**src/shared/sgm_pkg.sv**
```systemverilog
// Shared constants and carrier types for the sequencer gain and diode routing bank
package sgm_pkg;
  // Register indices; byte address is four times the index
  localparam logic [9:0] IDX_STEP0_GAINS = 10'h0D4;
  localparam logic [9:0] IDX_STEP1_GAINS = 10'h0D6;
  localparam logic [9:0] IDX_STEP2_GAINS = 10'h0D8;
  localparam logic [9:0] IDX_STEP3_GAINS = 10'h0DA;
  localparam logic [9:0] IDX_ROUTE_LOW = 10'h0DC;
  localparam logic [9:0] IDX_ROUTE_HIGH = 10'h0DD;
  localparam logic [9:0] IDX_CONTROL = 10'h0F0;
  localparam int unsigned IDX_LSB = 2;
  // Reset values
  localparam logic [7:0] GAINS_RESET = 8'h88;
  localparam logic [7:0] ROUTE_LOW_RESET = 8'h66;
  localparam logic [3:0] ROUTE_HIGH_RESET = 4'h6;
  localparam logic [7:0] CONTROL_RESET = 8'h01;
  // Field positions
  localparam int unsigned CTRL_AGC_EN_BIT = 0;
  localparam int unsigned ROUTE_HIGH_W = 4;
  // Gain coding
  localparam logic [3:0] GAIN_MAX_CODE = 4'hD;
  localparam int unsigned GAIN_W = 14;
  localparam logic [GAIN_W-1:0] GAIN_HALF_UNIT = 14'h0001;
  // Routing codes of one photodiode
  localparam logic [1:0] ROUTE_NONE = 2'h0;
  localparam logic [1:0] ROUTE_MOD0 = 2'h1;
  localparam logic [1:0] ROUTE_MOD1 = 2'h2;
  localparam int unsigned DIODES = 6;
  localparam int unsigned STEPS = 4;
  // Bus responses
  localparam logic [1:0] RESP_OKAY = 2'h0;
  localparam logic [1:0] RESP_SLVERR = 2'h2;

  // Gain codes of one step, second modulator in the upper nibble
  typedef struct packed {
    logic [3:0] second_modulator_gain_code;
    logic [3:0] first_modulator_gain_code;
  } sgm_gain_pair_t;

  // Routing of diodes f..a, two bits each, diode a lowest
  typedef struct packed {
    logic [1:0] diode_f_routing;
    logic [1:0] diode_e_routing;
    logic [1:0] diode_d_routing;
    logic [1:0] diode_c_routing;
    logic [1:0] diode_b_routing;
    logic [1:0] diode_a_routing;
  } sgm_routing_t;
endpackage : sgm_pkg

```
**src/hw/sgm_bank.sv**
```systemverilog
// Sequencer gain and photodiode routing register bank with AXI4-Lite access
// How it works
// - Step 0 gains: second nibble 7:4, first 3:0
// - Active AGC rewrites stored gains, readback shows them
// - Both modulator fields share one gain encoding
// - Steps 1-3 own gain registers, reset 0x88
// - Routing code 00 none, 01 mod0, 10 mod1
// - Step 0 diodes d,c,b,a at 7:6..1:0
// - Diodes f,e at 3:2,1:0; 7:4 reserved zero
// - Reset routes a,c,e to mod1, b,d,f mod0
//
// The AXI4-Lite interface to the registers is this design's own decision.
`timescale 1ns/1ps
`default_nettype none
module sgm_bank #(
  parameter int unsigned ADDR_W = 12
) (
  input wire logic aclk,
  input wire logic aresetn,
  // AXI4-Lite write address
  input wire logic [ADDR_W-1:0] s_axi_awaddr,
  input wire logic s_axi_awvalid,
  output logic s_axi_awready,
  // AXI4-Lite write data
  input wire logic [31:0] s_axi_wdata,
  input wire logic [3:0] s_axi_wstrb,
  input wire logic s_axi_wvalid,
  output logic s_axi_wready,
  // AXI4-Lite write response
  output logic [1:0] s_axi_bresp,
  output logic s_axi_bvalid,
  input wire logic s_axi_bready,
  // AXI4-Lite read address
  input wire logic [ADDR_W-1:0] s_axi_araddr,
  input wire logic s_axi_arvalid,
  output logic s_axi_arready,
  // AXI4-Lite read data
  output logic [31:0] s_axi_rdata,
  output logic [1:0] s_axi_rresp,
  output logic s_axi_rvalid,
  input wire logic s_axi_rready,
  // Gain update from the automatic gain control
  input wire logic agc_upd_valid,
  input wire logic [1:0] agc_upd_step,
  input wire logic [1:0] agc_upd_mask,
  input wire sgm_pkg::sgm_gain_pair_t agc_upd_gains,
  // Sequencer step execution
  input wire logic step_exec_valid,
  input wire logic [1:0] step_exec_index,
  // Settings applied to the modulators
  output sgm_pkg::sgm_gain_pair_t applied_gains,
  output logic [sgm_pkg::GAIN_W-1:0] first_modulator_gain,
  output logic [sgm_pkg::GAIN_W-1:0] second_modulator_gain,
  output sgm_pkg::sgm_routing_t applied_routing,
  output logic [sgm_pkg::DIODES-1:0] first_modulator_diodes,
  output logic [sgm_pkg::DIODES-1:0] second_modulator_diodes,
  output logic gain_code_reserved,
  output logic route_code_reserved,
  output logic [1:0] applied_step
);

  // Gain in half units: code 0 is one half unit, each code doubles
  function automatic logic [sgm_pkg::GAIN_W-1:0] gain_decode(input logic [3:0] code);
    logic [sgm_pkg::GAIN_W-1:0] g;
    g = '0;
    if (code <= sgm_pkg::GAIN_MAX_CODE) begin // Codes above D are reserved
      g = sgm_pkg::GAIN_HALF_UNIT << code;
    end
    return g;
  endfunction : gain_decode

  // Diode mask of all diodes routed to the given code
  function automatic logic [sgm_pkg::DIODES-1:0] route_mask(
    input sgm_pkg::sgm_routing_t r,
    input logic [1:0] code
  );
    logic [sgm_pkg::DIODES*2-1:0] flat;
    logic [sgm_pkg::DIODES-1:0] m;
    flat = r;
    m = '0;
    for (int i = 0; i < sgm_pkg::DIODES; i++) begin
      m[i] = (flat[2*i +: 2] == code);
    end
    return m;
  endfunction : route_mask

  // Stored configuration
  sgm_pkg::sgm_gain_pair_t gains_q [sgm_pkg::STEPS]; // Per-step gain codes
  logic [7:0] route_low_q; // Diodes d..a of step 0
  logic [sgm_pkg::ROUTE_HIGH_W-1:0] route_high_q; // Diodes f,e of step 0
  logic agc_en_q; // Software permission for AGC rewrites

  // Bus channel state
  logic aw_held_q; // Write address taken, waiting for data
  logic w_held_q; // Write data taken, waiting for address
  logic [ADDR_W-1:0] awaddr_q;
  logic [31:0] wdata_q;
  logic [3:0] wstrb_q;
  logic bvalid_q;
  logic [1:0] bresp_q;
  logic rvalid_q;
  logic [31:0] rdata_q;
  logic [1:0] rresp_q;

  // Applied settings
  sgm_pkg::sgm_gain_pair_t applied_gains_q;
  logic [sgm_pkg::GAIN_W-1:0] first_gain_q;
  logic [sgm_pkg::GAIN_W-1:0] second_gain_q;
  sgm_pkg::sgm_routing_t applied_routing_q;
  logic [sgm_pkg::DIODES-1:0] first_diodes_q;
  logic [sgm_pkg::DIODES-1:0] second_diodes_q;
  logic gain_rsv_q;
  logic route_rsv_q;
  logic [1:0] applied_step_q;

  // Handshakes: one write outstanding; no new item while a response waits
  wire aw_take = s_axi_awvalid && s_axi_awready;
  wire w_take = s_axi_wvalid && s_axi_wready;
  wire ar_take = s_axi_arvalid && s_axi_arready;
  assign s_axi_awready = !aw_held_q && !bvalid_q;
  assign s_axi_wready = !w_held_q && !bvalid_q;
  assign s_axi_arready = !rvalid_q;

  // Write fires in the cycle both halves are present, held or taken now
  wire have_aw = aw_held_q || aw_take;
  wire have_w = w_held_q || w_take;
  wire wr_fire = have_aw && have_w;
  wire [ADDR_W-1:0] wr_addr = aw_held_q ? awaddr_q : s_axi_awaddr;
  wire [31:0] wr_data = w_held_q ? wdata_q : s_axi_wdata;
  wire [3:0] wr_strb = w_held_q ? wstrb_q : s_axi_wstrb;
  wire [9:0] wr_idx = 10'(wr_addr >> sgm_pkg::IDX_LSB);
  wire [9:0] rd_idx = 10'(s_axi_araddr >> sgm_pkg::IDX_LSB);
  // Only byte lane 0 carries register bits; the other lanes are ignored
  wire wr_lane0 = wr_fire && wr_strb[0];
  wire [7:0] wr_byte = wr_data[7:0];

  // Write decode
  wire wr_hit_gain0 = (wr_idx == sgm_pkg::IDX_STEP0_GAINS);
  wire wr_hit_gain1 = (wr_idx == sgm_pkg::IDX_STEP1_GAINS);
  wire wr_hit_gain2 = (wr_idx == sgm_pkg::IDX_STEP2_GAINS);
  wire wr_hit_gain3 = (wr_idx == sgm_pkg::IDX_STEP3_GAINS);
  wire wr_hit_rlow = (wr_idx == sgm_pkg::IDX_ROUTE_LOW);
  wire wr_hit_rhigh = (wr_idx == sgm_pkg::IDX_ROUTE_HIGH);
  wire wr_hit_ctrl = (wr_idx == sgm_pkg::IDX_CONTROL);
  wire [sgm_pkg::STEPS-1:0] wr_hit_gain = {wr_hit_gain3, wr_hit_gain2, wr_hit_gain1,
                                           wr_hit_gain0};
  wire wr_mapped = |{wr_hit_gain, wr_hit_rlow, wr_hit_rhigh, wr_hit_ctrl};

  // Read decode and mux; reserved and unused bits read zero
  wire rd_hit_gain0 = (rd_idx == sgm_pkg::IDX_STEP0_GAINS);
  wire rd_hit_gain1 = (rd_idx == sgm_pkg::IDX_STEP1_GAINS);
  wire rd_hit_gain2 = (rd_idx == sgm_pkg::IDX_STEP2_GAINS);
  wire rd_hit_gain3 = (rd_idx == sgm_pkg::IDX_STEP3_GAINS);
  wire rd_hit_rlow = (rd_idx == sgm_pkg::IDX_ROUTE_LOW);
  wire rd_hit_rhigh = (rd_idx == sgm_pkg::IDX_ROUTE_HIGH);
  wire rd_hit_ctrl = (rd_idx == sgm_pkg::IDX_CONTROL);
  wire rd_mapped = |{rd_hit_gain0, rd_hit_gain1, rd_hit_gain2, rd_hit_gain3,
                     rd_hit_rlow, rd_hit_rhigh, rd_hit_ctrl};
  wire [7:0] rd_byte =
    ({8{rd_hit_gain0}} & gains_q[0]) |
    ({8{rd_hit_gain1}} & gains_q[1]) |
    ({8{rd_hit_gain2}} & gains_q[2]) |
    ({8{rd_hit_gain3}} & gains_q[3]) |
    ({8{rd_hit_rlow}} & route_low_q) |
    ({8{rd_hit_rhigh}} & {4'h0, route_high_q}) |
    ({8{rd_hit_ctrl}} & {7'h00, agc_en_q});

  // AGC rewrite is honoured only while software leaves it enabled
  wire agc_write = agc_upd_valid && agc_en_q;

  // Step 0 routing as one carrier, diode a in the low bits
  wire [11:0] step0_route_flat = {route_high_q, route_low_q};
  sgm_pkg::sgm_routing_t step0_routing;
  assign step0_routing = step0_route_flat;

  // Routing of the executing step; only step 0 routing is held here
  sgm_pkg::sgm_routing_t exec_routing;
  assign exec_routing = (step_exec_index == 2'h0) ? step0_routing : '0;
  wire [sgm_pkg::DIODES-1:0] exec_mask0 = route_mask(exec_routing, sgm_pkg::ROUTE_MOD0);
  wire [sgm_pkg::DIODES-1:0] exec_mask1 = route_mask(exec_routing, sgm_pkg::ROUTE_MOD1);
  wire [sgm_pkg::DIODES-1:0] exec_maskn = route_mask(exec_routing, sgm_pkg::ROUTE_NONE);
  // Any diode not in none, mod0 or mod1 holds the reserved code 11
  wire exec_route_rsv = |(~(exec_mask0 | exec_mask1 | exec_maskn));
  sgm_pkg::sgm_gain_pair_t exec_gains;
  assign exec_gains = gains_q[step_exec_index];
  wire exec_gain_rsv =
    (exec_gains.first_modulator_gain_code > sgm_pkg::GAIN_MAX_CODE) ||
    (exec_gains.second_modulator_gain_code > sgm_pkg::GAIN_MAX_CODE);

  // Gain registers per step; AGC wins over a software write in the same cycle
  for (genvar s = 0; s < sgm_pkg::STEPS; s++) begin : g_gain
    wire agc_hit = agc_write && (agc_upd_step == 2'(s));
    always_ff @(posedge aclk) begin
      if (!aresetn) begin
        gains_q[s] <= sgm_pkg::GAINS_RESET;
      end else begin
        if (wr_lane0 && wr_hit_gain[s]) begin
          gains_q[s] <= wr_byte;
        end
        // Each field is rewritten by the AGC alone, same coding for both
        if (agc_hit && agc_upd_mask[0]) begin
          gains_q[s].first_modulator_gain_code <=
            agc_upd_gains.first_modulator_gain_code;
        end
        if (agc_hit && agc_upd_mask[1]) begin
          gains_q[s].second_modulator_gain_code <=
            agc_upd_gains.second_modulator_gain_code;
        end
      end
    end
  end

  // Step 0 routing and control registers
  always_ff @(posedge aclk) begin
    if (!aresetn) begin
      route_low_q <= sgm_pkg::ROUTE_LOW_RESET;
      route_high_q <= sgm_pkg::ROUTE_HIGH_RESET;
      agc_en_q <= sgm_pkg::CONTROL_RESET[sgm_pkg::CTRL_AGC_EN_BIT];
    end else begin
      if (wr_lane0 && wr_hit_rlow) begin
        route_low_q <= wr_byte;
      end
      // Upper nibble is reserved and never stored
      if (wr_lane0 && wr_hit_rhigh) begin
        route_high_q <= wr_byte[sgm_pkg::ROUTE_HIGH_W-1:0];
      end
      if (wr_lane0 && wr_hit_ctrl) begin
        agc_en_q <= wr_byte[sgm_pkg::CTRL_AGC_EN_BIT];
      end
    end
  end

  // Write channel holding registers and response
  always_ff @(posedge aclk) begin
    if (!aresetn) begin
      aw_held_q <= 1'b0;
      w_held_q <= 1'b0;
      awaddr_q <= '0;
      wdata_q <= 32'h00000000;
      wstrb_q <= 4'h0;
      bvalid_q <= 1'b0;
      bresp_q <= sgm_pkg::RESP_OKAY;
    end else begin
      if (aw_take) begin
        awaddr_q <= s_axi_awaddr;
      end
      if (w_take) begin
        wdata_q <= s_axi_wdata;
        wstrb_q <= s_axi_wstrb;
      end
      // A lone half is parked until its partner arrives
      aw_held_q <= have_aw && !wr_fire;
      w_held_q <= have_w && !wr_fire;
      if (wr_fire) begin
        bvalid_q <= 1'b1;
        bresp_q <= wr_mapped ? sgm_pkg::RESP_OKAY : sgm_pkg::RESP_SLVERR;
      end else if (s_axi_bready) begin
        bvalid_q <= 1'b0;
      end
    end
  end

  // Read channel: data captured at the address handshake
  always_ff @(posedge aclk) begin
    if (!aresetn) begin
      rvalid_q <= 1'b0;
      rdata_q <= 32'h00000000;
      rresp_q <= sgm_pkg::RESP_OKAY;
    end else if (ar_take) begin
      rvalid_q <= 1'b1;
      rdata_q <= {24'h000000, rd_byte};
      rresp_q <= rd_mapped ? sgm_pkg::RESP_OKAY : sgm_pkg::RESP_SLVERR;
    end else if (s_axi_rready) begin
      rvalid_q <= 1'b0;
    end
  end

  // Apply the executing step's stored settings to the modulators
  always_ff @(posedge aclk) begin
    if (!aresetn) begin
      applied_gains_q <= sgm_pkg::GAINS_RESET;
      first_gain_q <= '0;
      second_gain_q <= '0;
      applied_routing_q <= '0;
      first_diodes_q <= '0;
      second_diodes_q <= '0;
      gain_rsv_q <= 1'b0;
      route_rsv_q <= 1'b0;
      applied_step_q <= 2'h0;
    end else if (step_exec_valid) begin
      applied_gains_q <= exec_gains;
      first_gain_q <= gain_decode(exec_gains.first_modulator_gain_code);
      second_gain_q <= gain_decode(exec_gains.second_modulator_gain_code);
      applied_routing_q <= exec_routing;
      first_diodes_q <= exec_mask0;
      second_diodes_q <= exec_mask1;
      gain_rsv_q <= exec_gain_rsv;
      route_rsv_q <= exec_route_rsv;
      applied_step_q <= step_exec_index;
    end
  end

  // Port drive
  assign s_axi_bvalid = bvalid_q;
  assign s_axi_bresp = bresp_q;
  assign s_axi_rvalid = rvalid_q;
  assign s_axi_rdata = rdata_q;
  assign s_axi_rresp = rresp_q;
  assign applied_gains = applied_gains_q;
  assign first_modulator_gain = first_gain_q;
  assign second_modulator_gain = second_gain_q;
  assign applied_routing = applied_routing_q;
  assign first_modulator_diodes = first_diodes_q;
  assign second_modulator_diodes = second_diodes_q;
  assign gain_code_reserved = gain_rsv_q;
  assign route_code_reserved = route_rsv_q;
  assign applied_step = applied_step_q;

endmodule : sgm_bank
`default_nettype wire

```
**config.mk**
```make
export PLATFORM = sky130hd
export DESIGN_NAME = sgm_bank
export DESIGN_NICKNAME = d
export VERILOG_FILES = /design/src/shared/sgm_pkg.sv /design/src/hw/sgm_bank.sv
export SDC_FILE = /design/constraint.sdc
export NUM_CORES = 1
export LEC_CHECK = 0
export BUFFER_PORTS_ARGS = -buffer_cell sky130_fd_sc_hd__buf_2
export CAP_MARGIN = 5
export CORE_AREA = 2 2 157 159
export DETAILED_ROUTE_END_ITERATION = 8
export DIE_AREA = 0 0 159 161
export PLACE_DENSITY = 0.55
export SLEW_MARGIN = 20
export SYNTH_ARGS = -nofsm -noshare
export SYNTH_HDL_FRONTEND = slang
export SYNTH_SLANG_ARGS = --single-unit
```
**constraint.sdc**
```tcl
create_clock -name aclk -period 2.71 [get_ports aclk]
set_clock_uncertainty 0.1 [all_clocks]
set_input_delay 0.6775 -clock aclk [delete_from_list [all_inputs] [get_ports aclk]]
set_output_delay 0.6775 -clock aclk [all_outputs]
set_load 0.1 [all_outputs]
```
==> impl_metrics.py, run 1 <==
metrics = {
    "floorplan": {
        "initial_core_util_pct": 29.54,
        "die-height_um": 161,
        "die_w_um": 159,
        "dieArea_sq_um": 25600,
        "fp.coreArea_sq_um": 23960,
        "rows": 57,
        "top_level_ports": 188,
    },
    "global_route": {
        "gr-usage-met1_pct": 20.81,
        "grt_pass1_wl_mm": 31.53,
        "grt.met3_usage_pct": 3.672,
        "grtUsageMet2_pct": 24.90,
        "grt_max_degree": 71,
        "grt_overflow": 0,
        "antenna_found_initial": 4,
        "grt_pass1_vias": 5613,
        "grt.busiest_layer": "met2",
        "track_usage_pct": 15.55,
    },
    "setup_path": {
        "worstSetupEndpointType": "flop",
        "arrival_ns": 2.44,
        "cp.buffers_inverters": 1,
        "startpoint_type": "flop",
        "crit_type": "flop to flop",
        "crit_chain": "buf_4, mux2i_1, a21bo_4, or2_2, nand3b_1, nand3_1",
        "worstPathRequired_ns": 2.72,
        "cp_top_family": "simple AND/OR/NAND/NOR gates",
        "crit_fanout": 12,
        "slowest_delay_ns": 0.43,
        "cp_slowest_cell": "dfxtp_1",
    },
    "routing": {
        "vias": 5903,
        "postRouteAntennaNets": 0,
        "dr.pass1.iters": 5,
        "vias_per_cell": 4.870,
        "wl_per_cell_um": 16.33,
        "wl_mm": 19.79,
        "drcViolationCount": 0,
        "first_iter_violations": 324,
    },
    "synthesis": {
        "avgSynthCellArea_sq_um": 9.619,
        "synth_top_family_by_area": "simple AND/OR/NAND/NOR gates",
        "synth_fa_ha_area_share_pct": 0,
        "synth_cells": 736,
        "synth_seq_cells": 142,
        "synthFlopType": "dfxtp_1",
        "synth.distinct_cells": 71,
        "muxShareOfSynthArea_pct": 10.06,
        "synth_edf_count": 32,
        "async_flop_share_pct": 0,
        "synth_xor_area_share_pct": 0.1237,
        "ys_warn_count": 0,
        "syn_area_sq_um": 7079,
        "synth-seq-area-share_pct": 44.68,
        "synth_compound_area_share_pct": 17.06,
        "synthSimpleGateAreaFrac_pct": 22.29,
    },
    "final_layout": {
        "nets": 960,
        "regArea_sq_um": 3163,
        "final_area_sq_um": 8730,
        "drive_gt1_share_pct": 27.93,
        "areaGrowthSynthToFinish_pct": 23.31,
        "post-route-util_pct": 36.43,
        "multi_input_area_sq_um": 3608,
        "diodes": 0,
        "nFillCells": 2470,
    },
    "place": {
        "postPlaceCellArea_sq_um": 8142,
        "io_buffers": 130,
        "dpl.hpwl_mm": 14.79,
        "gp_congestion": 0.8101,
    },
    "power_and_ir_drop": {
        "power_frac_seq_pct": 40.5,
        "switching_share_pct": 30.51,
        "combPwrFrac_pct": 18.3,
        "cellPowerDensity_nw_per_um2": 648.7,
        "ir_drop_mv": 0.3515,
        "power.internal_mw": 3.935,
        "power_leakage_nw": 3.443,
        "p_sw_mw": 1.728,
        "clkPwrFrac_pct": 41.2,
    },
    "clock_network": {
        "cts.sinks": 142,
        "clock_latency_ns": 0.42,
        "cts_tree": "yes",
        "hold_buffers": 0,
        "post_cts_buffers": 0,
        "cts_max_level": 4,
        "cts_resized": 0,
        "numCtsBuffers": 17,
        "root_buffer": "clkbuf_16",
        "clkTransAtPathRegs_ns": 0.06,
        "clk_path_buf_depth": 2,
    },
    "sta": {
        "layout_worst_path_cycle_share_pct": 89.75,
        "final.min_clock_period_ns": 2.432,
        "final-hold-violation-count": 0,
        "setup_viol": 0,
        "rsz0062_at_grt": "false",
        "tightest_slew_ns": 0.6517,
        "maxSlewHeadroom_pct": 56.46,
        "maxSlewViolCount": 0,
        "fmax_mhz": 411.1,
    },
    "min_path": {
        "hold_class": "flop to flop",
    },
    "flow_run": {
        "maxCapViolCount": 0,
    },
    "status": {
        "status": "complete, no violations",
    },
}
[registers in the layout, summed over array words and instances, names as in the netlist, 2 cells and up]
signal and cells:
applied_gains 8, second_modulator_gain 14, route_high_q 4, wdata_q 8, first_modulator_diodes 6, applied_step 2
s_axi_rdata 8, awaddr_q 10, first_modulator_gain 14, second_modulator_diodes 6, gains_q 32, route_low_q 8
applied_routing 12
[per-stage QoR]
| stage | worst slack [ns] | TNS, ns | total power [mW] | hold WS (ns) | cells |
|---|---|---|---|---|---|
| global placement | -0.07156 | -1.056 | 3.375 | 0.3467 | 1182 |
| CTS | 0.2657 | 0 | 5.715 | 0.3653 | 1212 |
| floorplan | 0.03733 | 0 | 3.181 | 0.3400 | 761 |
| detailed placement | -0.07889 | -1.075 | 3.376 | 0.3533 | 1182 |
| global route | 0.1192 | 0 | 5.867 | 0.3785 | 1212 |
| finish | 0.2777 | 0 | 5.663 | 0.3609 | 1212 |
[per-layer routing]
metal,up-vias,wire (um)
li1,2912,-
met2,163,9020
met4,8,280
met5,-,56
met1,2795,9428
met3,25,1005
[area by class of cell]
type	instances	area share, %
Tap cell	324	4.644
Inverter	7	0.3010
Clock buffer	19	5.446
Sequential cell	142	36.23
Multi-Input combinational cell	544	41.34
Clock inverter	11	1.290
Timing Repair Buffer	165	10.75
[cells in the final DEF, fill, tap and decap left out, drive strengths merged, types with 8 or more instances in the layout]
master  instances
buf           165
nand2         112
dfxtp         110
o21ai          38
nor2b          36
a21boi         35
mux2i          34
nand3          32
edfxtp         32
nor2           28
conb           26
clkbuf         19
mux2           17
nand4b         15
and2           12
a22oi          11
a21oi          10
a22o           10
clkinv          9
nor3            8
mux4            8
[path summary, 6_finish.rpt]
path                            startpoint             to  slack, ns  cells past startpoint
worst max register to register   aw_held_q  gains_q[2][3]       0.28                      6
worst min register to register  wdata_q[4]     wdata_q[4]       0.36                      2
worst max-delay path             aw_held_q  gains_q[2][3]       0.28                      6
worst min-delay path            wdata_q[4]     wdata_q[4]       0.36                      2
[logic make-up (layout without fill, tap and decap cells)]
kind of cell    count (synthesis)  after routing
simple gates                  295            295
other cells                     1             26
mux                            59             59
xor+xnor                        1              1
flops                         142            142
compound gates                163            163
buf+inv                        75            202
[worst min-delay path, delay by kind of cell, from the launching register on]
family / cells / cell delay [ns]
AO/OA/AOI/OAI: 1 / 0.06
AND/OR/NAND/NOR: 1 / 0.04
flip-flops: 1 / 0.30
[cells in the mapped netlist (4+ instances only)]
master	n	area, sq um
o22a_1	5	43.79
a221oi_1	5	43.79
mux4_2	8	180.2
a22oi_1	10	75.07
buf_4	28	210.2
nand4b_1	15	131.4
o21ai_0	33	165.2
a21oi_1	10	50.05
nor3_1	8	40.04
o2bb2ai_1	7	61.31
edfxtp_1	32	960.9
a31oi_1	5	31.28
nor2_1	28	105.1
nand2_1	112	420.4
nand2b_1	4	25.02
a32oi_1	6	52.55
o31ai_1	7	52.55
a22o_1	10	87.58
or2_2	6	37.54
mux2i_1	34	340.3
dfxtp_1	110	2202
nand3b_1	7	52.55
a21boi_0	35	262.8
and2_1	12	75.07
nand4_1	4	25.02
and3_1	4	25.02
or3_1	5	31.28
nor2b_1	36	225.2
inv_1	6	22.52
o211a_1	4	40.04
buf_2	4	20.02
nand3_1	32	160.2
mux2_2	17	191.4
clkbuf_1	32	120.1
[power groups by stage]
stage	registers (mW)	clock network, mW	logic, mW
2_1_floorplan	2.58	0	0.598
3_3_place_gp	2.34	0	1.04
3_5_place_dp	2.34	0	1.04
4_1_cts	2.29	2.38	1.04
5_1_grt	2.30	2.47	1.10
6_report	2.29	2.33	1.04
No activity file was read; power rests on OpenSTA's default activity.
==> run 2: changes to the inputs <==
--- a/config.mk
+++ b/config.mk
@@ -5,6 +5,7 @@
 export SDC_FILE = /design/constraint.sdc
 export NUM_CORES = 1
 export LEC_CHECK = 0
+export ABC_AREA = 1
 export BUFFER_PORTS_ARGS = -buffer_cell sky130_fd_sc_hd__buf_2
 export CAP_MARGIN = 5
 export CORE_AREA = 2 2 157 159
==> run 2 against run 1 <==
Register-to-register slack improved by 0.13 ns; cell count rose by 18%; combinational power rose by 12%; power rose by 3.8%; critical path type unchanged.
==> impl_metrics.py, run 2 <==
metrics = {
    "sta": {
        "tightest_slew_ns": 0.6450,
        "final.min_clock_period_ns": 2.299,
        "setup_viol": 0,
        "rsz0062_at_grt": "false",
        "final-hold-violation-count": 0,
        "whs_ns": 0.3526,
        "layout_worst_path_cycle_share_pct": 84.82,
        "maxSlewViolCount": 0,
        "final.setup.tns_ns": 0,
        "maxSlewHeadroom_pct": 56.94,
        "fmax_mhz": 435.1,
    },
    "global_route": {
        "grt_pass1_wl_mm": 32.24,
        "antenna_found_initial": 6,
        "grt_max_degree": 65,
        "grt_pass1_vias": 5919,
        "track_usage_pct": 15.82,
        "grt_overflow": 0,
    },
    "power_and_ir_drop": {
        "cellPowerDensity_nw_per_um2": 681.5,
        "power_leakage_nw": 3.891,
        "ir_drop_mv": 0.3472,
    },
    "clock_network": {
        "clk_path_buf_depth": 2,
        "clkTransAtPathRegs_ns": 0.06,
        "cts.sinks": 142,
        "post_cts_buffers": 0,
        "clock_latency_ns": 0.43,
        "numCtsBuffers": 17,
        "cts_tree": "yes",
        "cts_resized": 0,
        "cts_max_level": 4,
        "hold_buffers": 0,
        "root_buffer": "clkbuf_16",
    },
    "setup_path": {
        "rr_worst_depth": 8,
        "regToRegSetupSlack_ns": 0.41,
        "crit_start": "w_held_q",
        "crit_chain": "inv_2, nand2_1, nand2_4, nor2_8, inv_2, nor2_4, nand3_4, nand3_1",
        "worstPathRequired_ns": 2.72,
        "cp_slowest_cell": "dfxtp_1",
        "worst_r2r_startpoint": "w_held_q",
        "crit_end": "gains_q[2][2]",
        "startpoint_type": "flop",
        "cp_top_family": "simple AND/OR/NAND/NOR gates",
        "worstSetupEndpointType": "flop",
        "cp.buffers_inverters": 2,
        "slowest_delay_ns": 0.62,
        "arrival_ns": 2.31,
        "rr_endpoint": "gains_q[2][2]",
        "crit_type": "flop to flop",
        "path_depth": 8,
        "crit_fanout": 11,
        "cp_common_cell": "inv_2",
    },
    "synthesis": {
        "synth_most_common_cell": "nand2_1",
        "synth_area_leaders": "dfxtp_1, edfxtp_1, nand2_1",
        "synth_cells": 956,
        "synth-seq-area-share_pct": 44.85,
        "synth.largest_area_cell": "dfxtp_1",
        "ys_warn_count": 0,
        "synth_seq_cells": 142,
        "avgSynthCellArea_sq_um": 7.378,
        "synth_top_area_share_pct": 31.22,
        "synth.distinct_cells": 40,
        "synth_edf_count": 32,
        "ys_top_cells_by_count": "nand2_1, dfxtp_1, inv_1, nor2_1, a21oi_1",
        "async_flop_share_pct": 0,
        "synthFlopType": "dfxtp_1",
        "syn_area_sq_um": 7053,
    },
    "final_layout": {
        "final_cell_mix": "nand2_1, buf_2, dfxtp_1",
        "nets": 1170,
        "drive_gt1_share_pct": 21.18,
        "areaGrowthSynthToFinish_pct": 22.26,
        "top_register": "gains_q",
        "largest_reg_flops": 32,
        "nFillCells": 2623,
        "final_common_cell": "nand2_1",
    },
    "floorplan": {
        "initial_core_util_pct": 29.43,
        "top_level_ports": 188,
        "fp.coreArea_sq_um": 23960,
        "dieArea_sq_um": 25600,
        "die_w_um": 159,
        "rows": 57,
        "die-height_um": 161,
    },
    "place": {
        "dpl.hpwl_mm": 15.18,
        "gp_congestion": 0.8416,
        "io_buffers": 130,
    },
    "routing": {
        "wl_mm": 20.02,
        "drcViolationCount": 0,
        "vias_per_cell": 4.510,
        "dr.pass1.iters": 5,
        "wl_per_cell_um": 14.03,
        "first_iter_violations": 475,
        "vias": 6436,
        "postRouteAntennaNets": 0,
    },
    "flow_run": {
        "maxCapViolCount": 0,
    },
    "min_path": {
        "hold_class": "flop to flop",
    },
    "status": {
        "status": "complete, no violations",
    },
}
[run 2: changes by cell type after synthesis, moves of 21 or more]
cell	change
a21boi_0	-35
a21oi_1	+81
inv_1	+88
mux2i_1	-34
nand2_1	+120
nand3_1	+21
nor2_1	+66
nor2b_1	-36
o21ai_0	+41
[run 2: how the worst min path moves through the flow]
stage / start / endpoint / cells after the start
after global placement: awaddr_q[2] / awaddr_q[2] / 2
after global routing: awaddr_q[2] / awaddr_q[2] / 2
after detailed placement: awaddr_q[2] / awaddr_q[2] / 2
after floorplan: awaddr_q[2] / awaddr_q[2] / 2
after CTS: awaddr_q[2] / awaddr_q[2] / 2
final: awaddr_q[2] / awaddr_q[2] / 2
[run 2: area by class of cell]
type | count | area, sq um | area share (%)
Multi-Input combinational cell | 674 | 3252 | 37.71
Sequential cell | 142 | 3164 | 36.69
Timing Repair Buffer | 147 | 790.8 | 9.170
Clock buffer | 21 | 493.0 | 5.717
Tap cell | 324 | 405.4 | 4.701
Inverter | 105 | 394.1 | 4.571
Clock inverter | 11 | 116.4 | 1.349
Antenna cell | 3 | 7.507 | 0.08706
[run 2: tightest hold or removal path, cell delays in order (launching register included)]
cell and delay (ns):
dfxtp_1 0.29, inv_1 0.06, a21oi_1 0.05
[run 2: where the power goes]
group	switching [mW]	internal, mW	total, mW
sequential	0.0606	2.26	2.32
combinational	0.935	0.224	1.16
clock	0.977	1.42	2.40
[run 2: per-layer routing]
metal | global-route usage, % | vias up | wire, um
met2 | 23.77 | 184 | 8639
li1 | - | 3361 | -
met1 | 22.08 | 2863 | 9749
met5 | 0 | - | 13
met3 | 4.314 | 26 | 1237
met4 | 5.083 | 2 | 377
[run 2: per-stage QoR]
stage | cell area, sq um | worst slack, ns | util [%] | total power [mW] | instances
2_1_floorplan | 7161 | 0.02257 | - | 3.309 | 981
3_3_place_gp | 8006 | 0.3929 | 33.41 | 3.517 | 1392
3_5_place_dp | 8006 | 0.3889 | 33.41 | 3.525 | 1392
4_1_cts | 8616 | 0.3687 | 35.95 | 5.924 | 1424
5_1_grt | 8618 | 0.1950 | 35.96 | 6.131 | 1425
6_report | 8623 | 0.4114 | 35.99 | 5.877 | 1427
[run 2: logic make-up after synthesis]
logic type / Yosys count / share of synthesized area (%)
compound gates: 225 / 18.10
other cells: 1 / 0.05317
flops: 142 / 44.85
buf+inv: 165 / 10.56
simple gates: 423 / 26.45
